==> config.mk <==
export PLATFORM = sky130hd
export DESIGN_NAME = bus_state_unit
export DESIGN_NICKNAME = d
export VERILOG_FILES = /design/src/bus_state_pkg.sv /design/src/cfg_store.sv /design/src/bus_state_unit.sv
export SDC_FILE = /design/constraint.sdc
export NUM_CORES = 1
export LEC_CHECK = 0
export BUFFER_PORTS_ARGS = -buffer_cell sky130_fd_sc_hd__clkbuf_2
export CAP_MARGIN = 20
export CELL_PAD_IN_SITES_DETAIL_PLACEMENT = 1
export CELL_PAD_IN_SITES_GLOBAL_PLACEMENT = 1
export CORE_MARGIN = 2
export CORE_UTILIZATION = 40
export DETAILED_ROUTE_END_ITERATION = 12
export PLACE_DENSITY = 0.85
export SETUP_SLACK_MARGIN = 0.5
export SLEW_MARGIN = 10
export SYNTH_ARGS = -nofsm -noshare
export SYNTH_HDL_FRONTEND = slang
export SYNTH_HIERARCHICAL = 1
export SYNTH_SLANG_ARGS = --single-unit
==> constraint.sdc <==
create_clock -name sys_clk_in -period 3.13 [get_ports sys_clk_in]
set_input_delay 0.313 -clock sys_clk_in [delete_from_list [all_inputs] [get_ports sys_clk_in]]
set_output_delay 0.313 -clock sys_clk_in [all_outputs]
set_load 0.02 [all_outputs]
==> src/bus_state_pkg.sv <==
// Package of constants and carrier types for the bus state unit
package bus_state_pkg;
  localparam int ADDR_W = 25;
  localparam int SPACE_N = 5;
  localparam int DRAM_SPACE = 3;
  localparam int SDRAM_SPACE = 2;
  localparam int LINE_WORDS = 4;
  localparam logic [15:0] WRITE_KEY = 16'hA55A;
  localparam logic [3:0] WAIT_RESET = 4'h3;
  // Stored word matches the live reset setup: ordinary, 32-bit, reset waits
  localparam logic [15:0] CFG_RESET = {4'h0, WAIT_RESET, 8'h08};
  localparam int PRECHARGE_NS = 80;
  localparam int CLK_NS = 40;
  localparam int PRECHARGE_CYC = (PRECHARGE_NS + CLK_NS - 1) / CLK_NS;
  localparam int CACHE_THRU_BIT = 29;

  typedef enum logic [1:0] {MEM_ORDINARY, MEM_DRAM, MEM_SDRAM, MEM_BURST}
    mem_type_t;
  typedef enum logic [1:0] {WIDTH_8, WIDTH_16, WIDTH_32, WIDTH_RSV} width_t;
  typedef enum logic [1:0] {SIZE_BYTE, SIZE_WORD, SIZE_LONG} size_t;

  typedef struct packed {
    mem_type_t mem_type;
    width_t width;
    logic [3:0] waits;
  } space_cfg_t;

  typedef struct packed {
    logic valid;
    logic write;
    logic [31:0] addr;
    size_t size;
    logic [31:0] wdata;
    logic cached;
  } cpu_req_t;

  typedef struct packed {
    logic [ADDR_W-1:0] addr;
    logic [31:0] data;
    logic data_oe_n;
    logic start_n;
    logic [SPACE_N-1:0] sel_n;
    logic rd_wr;
    logic rd_n;
    logic ras_n;
    logic cas_n;
    logic bus_oe_n;
  } ext_bus_t;
endpackage : bus_state_pkg

==> src/cfg_store.sv <==
// Small register store holding one 16-bit configuration word per index
`timescale 1ns/1ns
module cfg_store #(
  parameter int DEPTH = 8,
  parameter int AW = 3
) (
  input wire logic sys_clk_in,
  input wire logic rst_n_in,
  input wire logic wr_en_in,
  input wire logic [AW-1:0] wr_idx_in,
  input wire logic [15:0] wr_data_in,
  input wire logic [AW-1:0] rd_idx_in,
  output logic [15:0] rd_data_out
);
  logic [15:0] mem_q [DEPTH];
  always_ff @(posedge sys_clk_in)
  begin
    if (!rst_n_in)
    begin
      for (int i = 0; i < DEPTH; i++)
        mem_q[i] <= bus_state_pkg::CFG_RESET;
      rd_data_out <= 16'h0000;
    end
    else
    begin
      if (wr_en_in)
        mem_q[wr_idx_in] <= wr_data_in;
      rd_data_out <= mem_q[rd_idx_in];
    end
  end
endmodule : cfg_store

==> src/bus_state_unit.sv <==
// External bus state controller: spaces, strobes, refresh and release
`timescale 1ns/1ns
module bus_state_unit #(
  parameter int SPACE_N = bus_state_pkg::SPACE_N,
  parameter int REFRESH_DIV = 4
) (
  input wire logic sys_clk_in,
  input wire logic rst_n_in,
  input wire bus_state_pkg::cpu_req_t cpu_req_in,
  output logic cpu_ack_out,
  output logic [31:0] cpu_rdata_out,
  input wire logic cfg_wr_in,
  input wire logic [2:0] cfg_idx_in,
  input wire logic [31:0] cfg_wdata_in,
  input wire logic cfg_long_in,
  output logic [31:0] cfg_rdata_out,
  input wire logic write_back_in,
  output logic write_buffer_dirty_out,
  input wire logic self_refresh_in,
  input wire logic [2:0] refresh_burst_in,
  input wire logic [7:0] refresh_const_in,
  output logic compare_match_irq_out,
  input wire logic [31:0] external_data_in,
  input wire logic wait_n_in,
  input wire logic release_request_in,
  output logic grant_out,
  output bus_state_pkg::ext_bus_t ext_bus_out,
  output logic cke_out,
  output logic [3:0] byte_strobe_n_out
);
  typedef enum {ST_IDLE, ST_ADDR, ST_WAIT, ST_END, ST_PRECHARGE, ST_REFRESH,
    ST_RELEASED} state_t;
  state_t state_q, state_d;

  logic [2:0] wait_sync_q;
  logic [2:0] rel_sync_q;
  logic wait_act, release_act;
  assign wait_act = !wait_sync_q[1] && !wait_sync_q[2];
  assign release_act = rel_sync_q[1] && rel_sync_q[2];

  // Space configuration words: [5:4] type, [3:2] width, [1:0] unused
  logic [15:0] cfg_rd;
  logic cfg_take;
  // Long writes need the key to reshape the bus; short writes (cfg_long_in low) are taken without it
  assign cfg_take = cfg_wr_in && (!cfg_long_in ||
    cfg_wdata_in[31:16] == bus_state_pkg::WRITE_KEY);
  cfg_store #(.DEPTH(8), .AW(3)) u_cfg (
    .sys_clk_in(sys_clk_in),
    .rst_n_in(rst_n_in),
    .wr_en_in(cfg_take),
    .wr_idx_in(cfg_idx_in),
    .wr_data_in(cfg_wdata_in[15:0]),
    .rd_idx_in(cfg_idx_in),
    .rd_data_out(cfg_rd)
  );

  bus_state_pkg::space_cfg_t cfg_q [SPACE_N];
  genvar g;
  generate
    for (g = 0; g < SPACE_N; g++)
    begin : g_cfg
      always_ff @(posedge sys_clk_in)
      begin
        if (!rst_n_in)
        begin
          cfg_q[g].mem_type <= bus_state_pkg::MEM_ORDINARY;
          cfg_q[g].width <= bus_state_pkg::WIDTH_32;
          cfg_q[g].waits <= bus_state_pkg::WAIT_RESET;
        end
        else if (cfg_take && cfg_idx_in == 3'(g))
        begin
          cfg_q[g].mem_type <= bus_state_pkg::mem_type_t'(cfg_wdata_in[5:4]);
          cfg_q[g].width <= bus_state_pkg::width_t'(cfg_wdata_in[3:2]);
          cfg_q[g].waits <= cfg_wdata_in[11:8];
        end
      end
    end
  endgenerate

  // Request capture
  bus_state_pkg::cpu_req_t req_q;
  logic [2:0] space_w;
  logic [2:0] space_q;
  assign space_w = cpu_req_in.addr[27:25];
  logic space_ok;
  assign space_ok = space_w < 3'(SPACE_N);
  logic through_w;
  assign through_w = cpu_req_in.addr[bus_state_pkg::CACHE_THRU_BIT];
  bus_state_pkg::space_cfg_t cur_cfg;
  assign cur_cfg = cfg_q[space_q];
  logic is_dram, is_sdram;
  assign is_dram = cur_cfg.mem_type == bus_state_pkg::MEM_DRAM;
  assign is_sdram = cur_cfg.mem_type == bus_state_pkg::MEM_SDRAM;

  // Line fill: cached read miss issues four longword beats
  logic fill_q;
  logic [1:0] beat_q;
  logic [3:0] wait_cnt_q;
  logic [3:0] pre_cnt_q;
  logic [2:0] ref_left_q;
  logic [7:0] ref_cnt_q;
  logic [7:0] div_q;
  logic ref_pend_q;
  logic [2:0] burst_n;
  // Burst count code maps to 1,2,4,6,8 refreshes
  assign burst_n = refresh_burst_in == 3'h0 ? 3'h0 :
    refresh_burst_in == 3'h1 ? 3'h1 :
    refresh_burst_in == 3'h2 ? 3'h3 :
    refresh_burst_in == 3'h3 ? 3'h5 : 3'h7;
  logic div_tick, match;
  assign div_tick = div_q == 8'(REFRESH_DIV - 1);
  assign match = div_tick && ref_cnt_q == refresh_const_in;

  logic access_done;
  assign access_done = state_q == ST_END;
  logic last_beat;
  assign last_beat = !fill_q || beat_q == 2'(bus_state_pkg::LINE_WORDS - 1);

  always_comb
  begin
    state_d = state_q;
    case (state_q)
      ST_IDLE:
        if (release_act)
          state_d = ST_RELEASED;
        else if (ref_pend_q && !self_refresh_in)
          state_d = ST_REFRESH;
        // Valid still stands in the ack cycle, so a second take waits
        else if (cpu_req_in.valid && space_ok && !self_refresh_in &&
          !cpu_ack_out)
          state_d = ST_ADDR;
      ST_ADDR:
        state_d = ST_WAIT;
      ST_WAIT:
        if (wait_cnt_q == 4'h0 && !wait_act)
          state_d = ST_END;
      ST_END:
        if (!last_beat)
          state_d = ST_ADDR;
        else if (is_dram || is_sdram)
          state_d = ST_PRECHARGE;
        else
          state_d = ST_IDLE;
      ST_PRECHARGE:
        if (pre_cnt_q == 4'h0)
          state_d = ST_IDLE;
      ST_REFRESH:
        if (ref_left_q == 3'h0)
          state_d = ST_IDLE;
      ST_RELEASED:
        if (!release_act)
          state_d = ST_IDLE;
      default:
        state_d = ST_IDLE;
    endcase
  end

  always_ff @(posedge sys_clk_in)
  begin
    if (!rst_n_in)
    begin
      wait_sync_q <= 3'h7;
      rel_sync_q <= 3'h0;
    end
    else
    begin
      wait_sync_q <= {wait_sync_q[1:0], wait_n_in};
      rel_sync_q <= {rel_sync_q[1:0], release_request_in};
    end
  end

  always_ff @(posedge sys_clk_in)
  begin
    if (!rst_n_in)
    begin
      state_q <= ST_IDLE;
      req_q <= '0;
      space_q <= 3'h0;
      fill_q <= 1'b0;
      beat_q <= 2'h0;
      wait_cnt_q <= 4'h0;
      pre_cnt_q <= 4'h0;
    end
    else
    begin
      state_q <= state_d;
      if (state_q == ST_IDLE && state_d == ST_ADDR)
      begin
        req_q <= cpu_req_in;
        req_q.cached <= !through_w;
        space_q <= space_w;
        fill_q <= !through_w && !cpu_req_in.write;
        beat_q <= 2'h0;
      end
      else if (state_q == ST_END && !last_beat)
        beat_q <= beat_q + 2'h1;
      if (state_d == ST_ADDR)
        wait_cnt_q <= cfg_q[state_q == ST_IDLE ? space_w : space_q].waits;
      else if (state_q == ST_WAIT && wait_cnt_q != 4'h0)
        wait_cnt_q <= wait_cnt_q - 4'h1;
      if (state_d == ST_PRECHARGE && state_q != ST_PRECHARGE)
        pre_cnt_q <= 4'(bus_state_pkg::PRECHARGE_CYC - 1);
      else if (pre_cnt_q != 4'h0)
        pre_cnt_q <= pre_cnt_q - 4'h1;
    end
  end

  // Refresh interval timer, also usable as a plain timer
  always_ff @(posedge sys_clk_in)
  begin
    if (!rst_n_in)
    begin
      div_q <= 8'h00;
      ref_cnt_q <= 8'h00;
      ref_pend_q <= 1'b0;
      ref_left_q <= 3'h0;
      compare_match_irq_out <= 1'b0;
    end
    else
    begin
      div_q <= div_tick ? 8'h00 : div_q + 8'h01;
      if (match)
        ref_cnt_q <= 8'h00;
      else if (div_tick)
        ref_cnt_q <= ref_cnt_q + 8'h01;
      compare_match_irq_out <= match;
      if (match)
        ref_pend_q <= 1'b1;
      else if (state_q == ST_IDLE && state_d == ST_REFRESH)
        ref_pend_q <= 1'b0;
      if (state_q == ST_IDLE && state_d == ST_REFRESH)
        ref_left_q <= burst_n;
      else if (state_q == ST_REFRESH && ref_left_q != 3'h0)
        ref_left_q <= ref_left_q - 3'h1;
    end
  end

  // Lane placement of write data and byte strobes
  logic [1:0] lane;
  assign lane = req_q.addr[1:0];
  logic [31:0] wlane;
  logic [3:0] strobe;
  assign wlane = cur_cfg.width == bus_state_pkg::WIDTH_8 ?
      {24'h000000, req_q.wdata[7:0]} :
    cur_cfg.width == bus_state_pkg::WIDTH_16 ?
      {16'h0000, req_q.wdata[15:0]} :
    req_q.size == bus_state_pkg::SIZE_BYTE ?
      req_q.wdata << {lane, 3'b000} : req_q.wdata;
  assign strobe = cur_cfg.width == bus_state_pkg::WIDTH_8 ? 4'h1 :
    cur_cfg.width == bus_state_pkg::WIDTH_16 ? 4'h3 :
    req_q.size == bus_state_pkg::SIZE_BYTE ? 4'(4'h1 << lane) :
    req_q.size == bus_state_pkg::SIZE_WORD ? (lane[1] ? 4'hC : 4'h3) : 4'hF;

  logic [24:0] ext_addr;
  // DRAM types see row then column on the same pins
  assign ext_addr = (is_dram || is_sdram) && state_q != ST_ADDR ?
    {12'h000, req_q.addr[14:2]} :
    {req_q.addr[24:4], (fill_q ? beat_q : req_q.addr[3:2]),
     req_q.addr[1:0]};
  logic active;
  assign active = state_q == ST_ADDR || state_q == ST_WAIT ||
    state_q == ST_END;
  logic sel_hide;
  assign sel_hide = space_q == 3'(bus_state_pkg::DRAM_SPACE) && is_dram;

  always_ff @(posedge sys_clk_in)
  begin
    if (!rst_n_in)
    begin
      ext_bus_out <= '1;
      ext_bus_out.addr <= '0;
      ext_bus_out.data <= '0;
      ext_bus_out.rd_wr <= 1'b1;
      byte_strobe_n_out <= 4'hF;
      grant_out <= 1'b0;
      cke_out <= 1'b1;
      cpu_ack_out <= 1'b0;
      cpu_rdata_out <= 32'h00000000;
      cfg_rdata_out <= 32'h00000000;
      write_buffer_dirty_out <= 1'b0;
    end
    else
    begin
      ext_bus_out.addr <= ext_addr;
      ext_bus_out.data <= wlane;
      ext_bus_out.data_oe_n <= !(active && req_q.write);
      // Taken from the current state so it stands with the address
      ext_bus_out.start_n <= !(state_q == ST_ADDR && !is_dram &&
        !is_sdram);
      for (int i = 0; i < SPACE_N; i++)
        ext_bus_out.sel_n[i] <= !(active && space_q == 3'(i) &&
          !(i == bus_state_pkg::DRAM_SPACE && sel_hide));
      ext_bus_out.rd_wr <= !(active && req_q.write);
      ext_bus_out.rd_n <= !(active && !req_q.write);
      ext_bus_out.ras_n <= !((active && (is_dram || is_sdram)) ||
        state_q == ST_REFRESH);
      ext_bus_out.cas_n <= !((state_q == ST_WAIT && (is_dram || is_sdram)) ||
        state_q == ST_REFRESH);
      ext_bus_out.bus_oe_n <= state_d == ST_RELEASED;
      byte_strobe_n_out <= active && req_q.write ? ~strobe : 4'hF;
      grant_out <= state_d == ST_RELEASED;
      cke_out <= !(self_refresh_in && state_q == ST_IDLE);
      cpu_ack_out <= state_q == ST_END && last_beat;
      if (state_q == ST_END)
        cpu_rdata_out <= external_data_in;
      cfg_rdata_out <= {16'h0000, cfg_rd};
      if (state_q == ST_END && req_q.write && req_q.cached)
        write_buffer_dirty_out <= write_back_in;
    end
  end
endmodule : bus_state_unit

Word-level counts from Yosys, hierarchy flattened:

Memory sizes are Yosys's and may differ from the RTL's. A register that Yosys moved wholly into a read port is not among the register bits.
Index checks and enable logic that the tools add are counted.

* $add $sub $neg: 6
* $lt $le $gt $ge: 1
* equal/unequal tests: 35
* shift-type cells: 2
* mux-type cells: 72
* bitwise gates (word level): 17
* reductions and logical operators: 98

Operator list (number)
* 32-bit 2-to-1 mux: 8
* 32-bit case mux with 7 select lines: 1
* 32-bit by 3-bit equality test with 1-bit output, second input constant: 5
* 32-bit by 2-bit equality test with 1-bit output, second input constant: 4
* 32-bit by 4-bit equality test with 1-bit output, second input constant: 4
* 32-bit zero test: 2
* 4-bit 2-to-1 mux: 12
* 1-bit logical AND: 39
* 3-bit 2-to-1 mux: 11
* 32-bit by 1-bit equality test with 1-bit output, second input constant: 1
* 16-bit 2-to-1 mux: 2
* 32-bit by 2-bit != test with 1-bit output, second input constant: 1
* 32-bit by 4-bit != test with 1-bit output, second input constant: 1
* 32-bit by 5-bit left shift with 32-bit output: 1
* 1-bit zero test: 26
* 1-bit 2-to-1 mux: 24
* 2-bit 2-to-1 mux: 12
* 3-bit by 2-bit equality test with 1-bit output, second input constant: 6
* 8-bit by 1-bit adder with 8-bit output, second input constant: 2
* 16-bit equality test, second input constant: 1
* 16-bit OR reduction: 1
* 1-bit OR: 15
* 13-bit 2-to-1 mux: 1
* 3-bit zero test: 4
* other kinds (23): 47

* register bits after elaboration: 274
* memory bits (writable): 168
* input bits: 155
* output and inout port bits: 142
* word-level logic and storage cells: 272
* memories kept: 2

Memory list
* u_cfg.mem_q: words 8, bits a word 16, rd ports 1, clocked after Yosys merged registers in 1, write ports 8, line cfg_store.sv:15 `logic [15:0] mem_q [DEPTH];`
* cfg_q: words 5, bits a word 8, rd ports 2, clocked after Yosys merged registers in 1, write ports 5, line bus_state_unit.sv:57 `bus_state_pkg::space_cfg_t cfg_q [SPACE_N];`

Logic depth before layout (Yosys ltp):

Gate-level depths: netlist of run 1.

* depth in word-level cells: 12
* depth in mapped cells: 12
* depth with buffers taken out: 10

Modules after synthesis:

The synthesis of run 1 kept the hierarchy.

By module, submodules not included
* bus_state_unit: times used 1, cells an instance 1017, area each 11080.6 um^2, seq. area each 6426.2 um^2
* cfg_store: times used 1, cells an instance 415, area each 6351.1 um^2, seq. area each 4164.0 um^2

Least setup slack after synthesis of run 1:

Ideal clock, no wire load.

* path type: in2reg
* from: input cfg_wdata_in[21]
* to: memory u_cfg.mem_q[6][0], enable pin
* library setup time: 0.411 ns
* arrival time: 2.882 ns
* required time: 2.719 ns
* setup slack: -0.163 ns
* stages on the path: 6
* buffers on the path: 1
* cell sequence: nor4bb_1 > nand4_1 > a21boi_0 > nand3b_4 > buf_2 > o21ai_0

RTL lines
* start: declaration: line bus_state_unit.sv:14 `input wire logic [31:0] cfg_wdata_in,`
* end: declaration: line cfg_store.sv:15

Final worst setup path of run 1:

* from: register state_q[2]
* to: register req_q[42] in the netlist's numbering

* longest elaborated chain between the ends: 6
* elaborated cells between the ends (all ways): 18
* those cells by class: 7 x eq/ne; 8 x mux; 3 x reduce/logical

RTL lines
* start: declaration: line bus_state_unit.sv:33 `state_t state_q, state_d;`
* start signal: assignment: line bus_state_unit.sv:186 `state_q <= state_d;`
* 32-bit 2-to-1 mux: line bus_state_unit.sv:129 `else if (cpu_req_in.valid && space_ok && !self_refresh_in &&`
* 32-bit 2-to-1 mux: line bus_state_unit.sv:126 `else if (ref_pend_q && !self_refresh_in)`
* 32-bit 2-to-1 mux: line bus_state_unit.sv:124 `if (release_act)`
* 32-bit case mux with 7 select lines: line bus_state_unit.sv:122 `case (state_q)`
* 32-bit by 2-bit equality test with 1-bit output: line bus_state_unit.sv:187 `if (state_q == ST_IDLE && state_d == ST_ADDR)`
* 1-bit logical AND *: line bus_state_unit.sv:187
* end signal: assignment: line bus_state_unit.sv:189 `req_q <= cpu_req_in;`
* end: declaration: line bus_state_unit.sv:81 `bus_state_pkg::cpu_req_t req_q;`

Every way passes the cells marked *; elsewhere a longest branch is shown, timed or not.
A chain may end at the register's enable or synchronous reset.

==> results.cfg, run 1 <==
[finish]
layout_commonest_cell = dfxtp_1
nets = 2048
drive_gt1_frac = 0.270
syn2layout_area_growth_pct = 30.8
nFillCells = 4478
stdcell_area_um2 = 22800
final_cell_mix = dfxtp_1, clkbuf_2, edfxtp_1

[power_and_ir_drop]
p_leak_nw = 9.26
power_w = 0.0129
p_per_area_nw_per_um2 = 566
vdd_drop_max_v = 0.000467

[sta]
slew_viol_final = 0
worstMarginPinSlew_ns = 1.03
setup_violations = 7
fmax_mhz = 305
layout_setup_ws_ns = -0.150
maxSlewHeadroom = 0.312
fin_crit_sh = 1.05
skew_ns = 0.0601
rsz0062_at_grt = true
post-route-min-period_ns = 3.28
finalHoldViolations = 0

[detailed_routing]
drc = 0
drtIter0Drc = 1424
finalWirelength_um = 68600
firstDrtPassIters = 5
via_per_inst = 5.68
num_vias = 14300
drt-wirelength-per-cell_um = 27.3
detail-route-antenna-nets = 0

[synth]
synth_top_family_by_area = simple AND/OR/NAND/NOR gates
yosys_warnings = 6
synthTopCellsByArea = dfxtp_1, edfxtp_1, and2_1
syn_inst = 1432
yosysSeqAreaShare = 0.608
synth_area_per_cell_um2 = 12.2
async_reset_ff_frac = 0
synthSimpleGateAreaFrac = 0.162
syn_area_um2 = 17400
synthFlopType = dfxtp_1
synth_mux_area_frac = 0.0716
synth_edf_count = 168
synth_cell_types = 72
ys_ff_latch = 445
synth_compound_area_frac = 0.0966
yosys.area.top_type_share = 0.318
synthAdderAreaFrac = 0.00646
synth-xor-area-share = 0.0136
yosys.area.top_type = dfxtp_1

[floorplanning]
coreArea_um2 = 43100
rows = 76
dieArea_um2 = 45300
chipWidth_um = 213
initial_core_util = 0.405
ios = 297
dieHeight_um = 213

[critical_path]
critical_path_buf_inv_count = 3
path_common_cell = buf_12
critPathKind = reg -> reg
critPathMaxFanout = 10
critPathMaxStageDelay_ns = 0.71
slowest_stage = a2111oi_1
crit_arrival_ns = 3.81
cp.required_ns = 3.66
rrSetupSlack_ns = -0.15
worstReg2RegEnd = req_q[42]
start_kind = register
endpoint_kind = register
r2r-start = state_q[2]
rr_worst_depth = 10
path_delay_family = compound AO/OA/AOI/OAI gates
cp_cell_sequence = nor2_1 > nand2_1 > a2111oi_1 > o21ai_2 > or3_4 > nor3_4 > buf_12 > buf_12 > buf_16 > a22o_1

[global_routing]
met2_usage = 0.454
grt_pass1_wl_um = 91700
antenna_found_initial = 16
first_global_vias = 14700
grt-ovfl-total = 0
top_usage_layer = met2
grtUsageMet1 = 0.298
grt_max_degree = 54
grtUsageMet3 = 0.0769
gr-usage-all-layers = 0.270

[clocking]
path_clk_slew_ns = 0.08
cts_max_level = 2
cts.sinks = 445
worstSkewPairLatency_ns = 0.64
cts_tree = yes
clockBufferDepth = 3
cts_buffers = 47
cts_root_buf = clkbuf_16

[worst_hold_path]
hold_depth = 3
worstHoldStart = refresh_burst_in[1]
hold_end = ref_left_q[0]
min_path_type = in -> reg

[placed_design]
portBuffers = 276
placed_area_um2 = 19600
hpwl_um = 35300
place.gp.congestion = 0.834

[flow_run]
maxCapViolCount = 0

[run_status]
status = finished, violations left
violations = negative setup slack
synth_stat cells (3+ instances only):
cell type  count
a21oi_1       46
buf_1          4
a22o_1        80
nor3_2         3
nand2b_1      39
inv_1         33
o31ai_1        4
nor4_1        10
buf_6         11
mux2i_1       41
nor2b_1        6
nor2_4         3
nand3_1       18
edfxtp_1     168
dfxtp_1      277
nor3_1        10
and3_1        17
a211oi_1       7
and2_1       161
clkbuf_2       7
buf_2         13
ha_1           9
o21ai_0       37
nand2_1       90
mux2_2        29
clkbuf_1      35
buf_8          5
a221oi_1      16
buf_4         22
nor2_1        78
a22oi_1       25
nor4bb_1       3
mux4_1        16
nand4_1        6
xnor2_1        8
xor2_1        19
nand3b_1       4
or3_1         25
mux4_2         4
nor3_4         3
registers in the layout, summed over array words and instances (netlist names), 2 cells and up, named ones only:
name,flops
u_cfg/rd_data_out,16
wait_cnt_q,4
ext_bus_out,68
wait_sync_q,3
ref_left_q,3
rel_sync_q,3
cpu_rdata_out,32
u_cfg/mem_q,128
req_q,59
state_q,32
div_q,8
ref_cnt_q,8
beat_q,2
byte_strobe_n_out,4
lane,2
space_q,3
cfg_rdata_out,16
cfg_q,40
pre_cnt_q,4
worst register-to-register path: cells and delay by family (launching register included):
kind / cells / cell delay [ns]
simple gates: 4 / 1.17
compound gates: 3 / 1.24
flops: 1 / 0.43
buf+inv: 3 / 0.40
layout make-up:
type	instances	area, um2	share of cell area
antenna	10	25.0	0.00110
timing repair buffer	456	3300	0.145
clock inverter	20	200	0.00878
clock buffer	66	1380	0.0605
tap	585	732	0.0321
multi-input combinational	901	6450	0.283
sequential	445	10600	0.464
inverter	33	124	0.00543
through the flow:
step	hold WS [ns]	setup TNS (ns)	worst slack, ns	instances	util
after global routing	0.0846	-2.94	-0.227	2513	0.529
after floorplan	0.385	0	0.271	1476	-
after detailed placement	0.403	0	0.114	2289	0.455
after CTS	0.00307	0	0.152	2485	0.520
final	0.0790	-0.505	-0.150	2516	0.529
after global placement	0.405	0	0.141	2289	0.455
power by group:
group          total [W]  switching [W]  internal, W
logic           0.000858       0.000491     0.000367
clock network    0.00579        0.00252      0.00327
registers        0.00626      0.0000722      0.00619
total             0.0129        0.00308      0.00983
what timing repair did:
item	4_1_cts	5_1_grt
setup buffers	9	12
setup endpoints to repair	98	175
pin swaps	8	41
gates cloned	3	9
endpoints found under the hold margin	101	0
resized for setup	15	25
hold buffers	98	0
routing by layer:
layer | share of wire | vias to the layer above
met1 | 0.36 | 7019
met3 | 0.099 | 351
met5 | 0.0025 | -
met4 | 0.073 | 14
li1 | - | 5976
met2 | 0.47 | 941
cell families after synthesis:
group,count (synthesis)
other cells,1
mux,90
simple gates,496
fa+ha+maj,9
flops,445
xor+xnor,27
compound gates,234
buf+inv,130
worst max-delay path by stage:
stage	from	to	slack (ns)	depth (start not counted)
global route	state_q[2]	req_q[42]	-0.23	10
CTS	register	req_q[58]	0.15	13
floorplan	cfg_wdata_in[21]	u_cfg/mem_q[2][0]	0.27	6
global placement	register	fill_q	0.14	11
finish	state_q[2]	req_q[42]	-0.15	10
detailed placement	register	fill_q	0.11	11
No activity file was read; power rests on OpenSTA's default activity.
==> run 2, diff against run 1 <==
--- a/config.mk
+++ b/config.mk
@@ -7,7 +7,7 @@
 export LEC_CHECK = 0
 export BUFFER_PORTS_ARGS = -buffer_cell sky130_fd_sc_hd__clkbuf_2
 export CAP_MARGIN = 20
-export CELL_PAD_IN_SITES_DETAIL_PLACEMENT = 1
+export CELL_PAD_IN_SITES_DETAIL_PLACEMENT = 0
 export CELL_PAD_IN_SITES_GLOBAL_PLACEMENT = 1
 export CORE_MARGIN = 2
 export CORE_UTILIZATION = 40
==> results.cfg, run 2 (synthesized netlist as in run 1, its figures left out) <==
[worst_hold_path]
worstHoldStart = cpu_req_in[51]
hold_depth = 2
min_path_type = in -> reg
hold_end = req_q[51]

[critical_path]
crit_arrival_ns = 3.37
critPathMaxFanout = 15
worstReg2RegEnd = req_q[18]
rr_worst_depth = 12
endpoint_kind = register
rrSetupSlack_ns = 0.25
start_kind = register
critPathKind = reg -> reg
cp.required_ns = 3.63

[detailed_routing]
drt-wirelength-per-cell_um = 18.1
firstDrtPassIters = 5
finalWirelength_um = 44800
detail-route-antenna-nets = 0
drtIter0Drc = 1040
drc = 0
num_vias = 12400
via_per_inst = 5.01

[floorplanning]
initial_core_util = 0.405
dieHeight_um = 213
dieArea_um2 = 45300
rows = 76
chipWidth_um = 213
ios = 297
coreArea_um2 = 43100

[sta]
fmax_mhz = 348
post-route-min-period_ns = 2.88
fin_crit_sh = 0.919
finalHoldViolations = 0
rsz0062_at_grt = true
tns_ns = 0
maxSlewHeadroom = 0.464
skew_ns = 0.0554
slew_viol_final = 0
worstMarginPinSlew_ns = 0.798
setup_violations = 0

[clocking]
worstSkewPairLatency_ns = 0.61
cts_buffers = 46
path_clk_slew_ns = 0.06
clockBufferDepth = 3
cts.sinks = 445
cts_tree = yes
cts_max_level = 2
cts_root_buf = clkbuf_16

[finish]
final_cell_mix = dfxtp_1, clkbuf_2, edfxtp_1
largest_reg_flops = 128
syn2layout_area_growth_pct = 27.9
layout_commonest_cell = dfxtp_1
reg.largest.list = u_cfg/mem_q x128, ext_bus_out x68, req_q x59
nets = 2023
largest-register = u_cfg/mem_q
final_core_util = 0.517
nFillCells = 3626
drive_gt1_frac = 0.248

[placed_design]
portBuffers = 276
hpwl_um = 30100
place.gp.congestion = 0.834

[power_and_ir_drop]
vdd_drop_max_v = 0.000409
p_leak_nw = 9.02
p_per_area_nw_per_um2 = 562

[global_routing]
antenna_found_initial = 2
first_global_vias = 12200
gr-usage-all-layers = 0.194
grt_pass1_wl_um = 67500
grt-ovfl-total = 0
grt_max_degree = 54

[flow_run]
maxCapViolCount = 0

[run_status]
status = completed
-- run 2: changes by cell type in the layout (fill, tap and decap cells not counted), sizes merged --
cell      previous run  this run
diode               10         2
inv                 34        36
clkinvlp             0         3
buf                 78        57
clkbuf             346       341
clkinv              17        10
bufinv               2         4
-- run 2: worst max-delay path, cell delays in order (launching register included) --
cell	delay [ns]
dfxtp_4	0.36
buf_4	0.13
mux4_2	0.52
mux2i_4	0.19
ha_4	0.24
nor3_2	0.19
a211oi_2	0.07
nor4_4	0.30
or3_4	0.20
nor3_4	0.04
buf_12	0.17
clkbuf_16	0.18
a22o_1	0.18
-- run 2: worst max-delay path by stage --
stage,start,end,cells after the start
CTS,cfg_q[1][6],register,12
detailed placement,register,fill_q,11
finish,register,req_q[18],12
floorplan,cfg_wdata_in[21],u_cfg/mem_q[2][0],6
global placement,register,fill_q,11
global route,register,register,11
-- run 2: final cells by class --
class,count,area [um2],share of cell area
Antenna cell,2,5.00,0.000225
Tap cell,585,732,0.0328
Inverter,33,124,0.00556
Sequential cell,445,10600,0.475
Multi-Input combinational cell,901,6360,0.285
Timing Repair Buffer,432,2930,0.131
Clock inverter,20,267,0.0120
Clock buffer,64,1280,0.0574
-- run 2: report_power, final --
part | switching, W | internal [W]
Clock | 0.00230 | 0.00323
Sequential | 0.0000591 | 0.00619
Combinational | 0.000419 | 0.000334
Total | 0.00278 | 0.00975
-- run 2: metal layers --
layer	vias up	GRT usage	routed length, um
met5	-	0	0
met2	456	0.327	21600
met3	72	0.0377	3230
li1	5937	-	-
met1	5977	0.245	18600
met4	0	0.0743	1360
-- run 2: through the flow --
stage	setup slack (ns)	total power, W	instance area (um2)	hold slack [ns]	cells
floorplan	0.271	0.00673	17700	0.385	1476
global placement	0.141	0.00700	19600	0.405	2289
detailed placement	0.117	0.00702	19600	0.400	2289
CTS	0.134	0.0126	22200	0.00321	2477
global route	0.0825	0.0130	22300	0.00567	2482
finish	0.254	0.0125	22300	0.0114	2482
-- run 2: timing repair --
item,4_1_cts,5_1_grt
resized for setup,3,4
setup endpoints to repair,79,102
buffers inserted,5,1
pin swaps,4,4
cloned,1,2
endpoints found under the hold margin,101,0
hold buffers,98,0
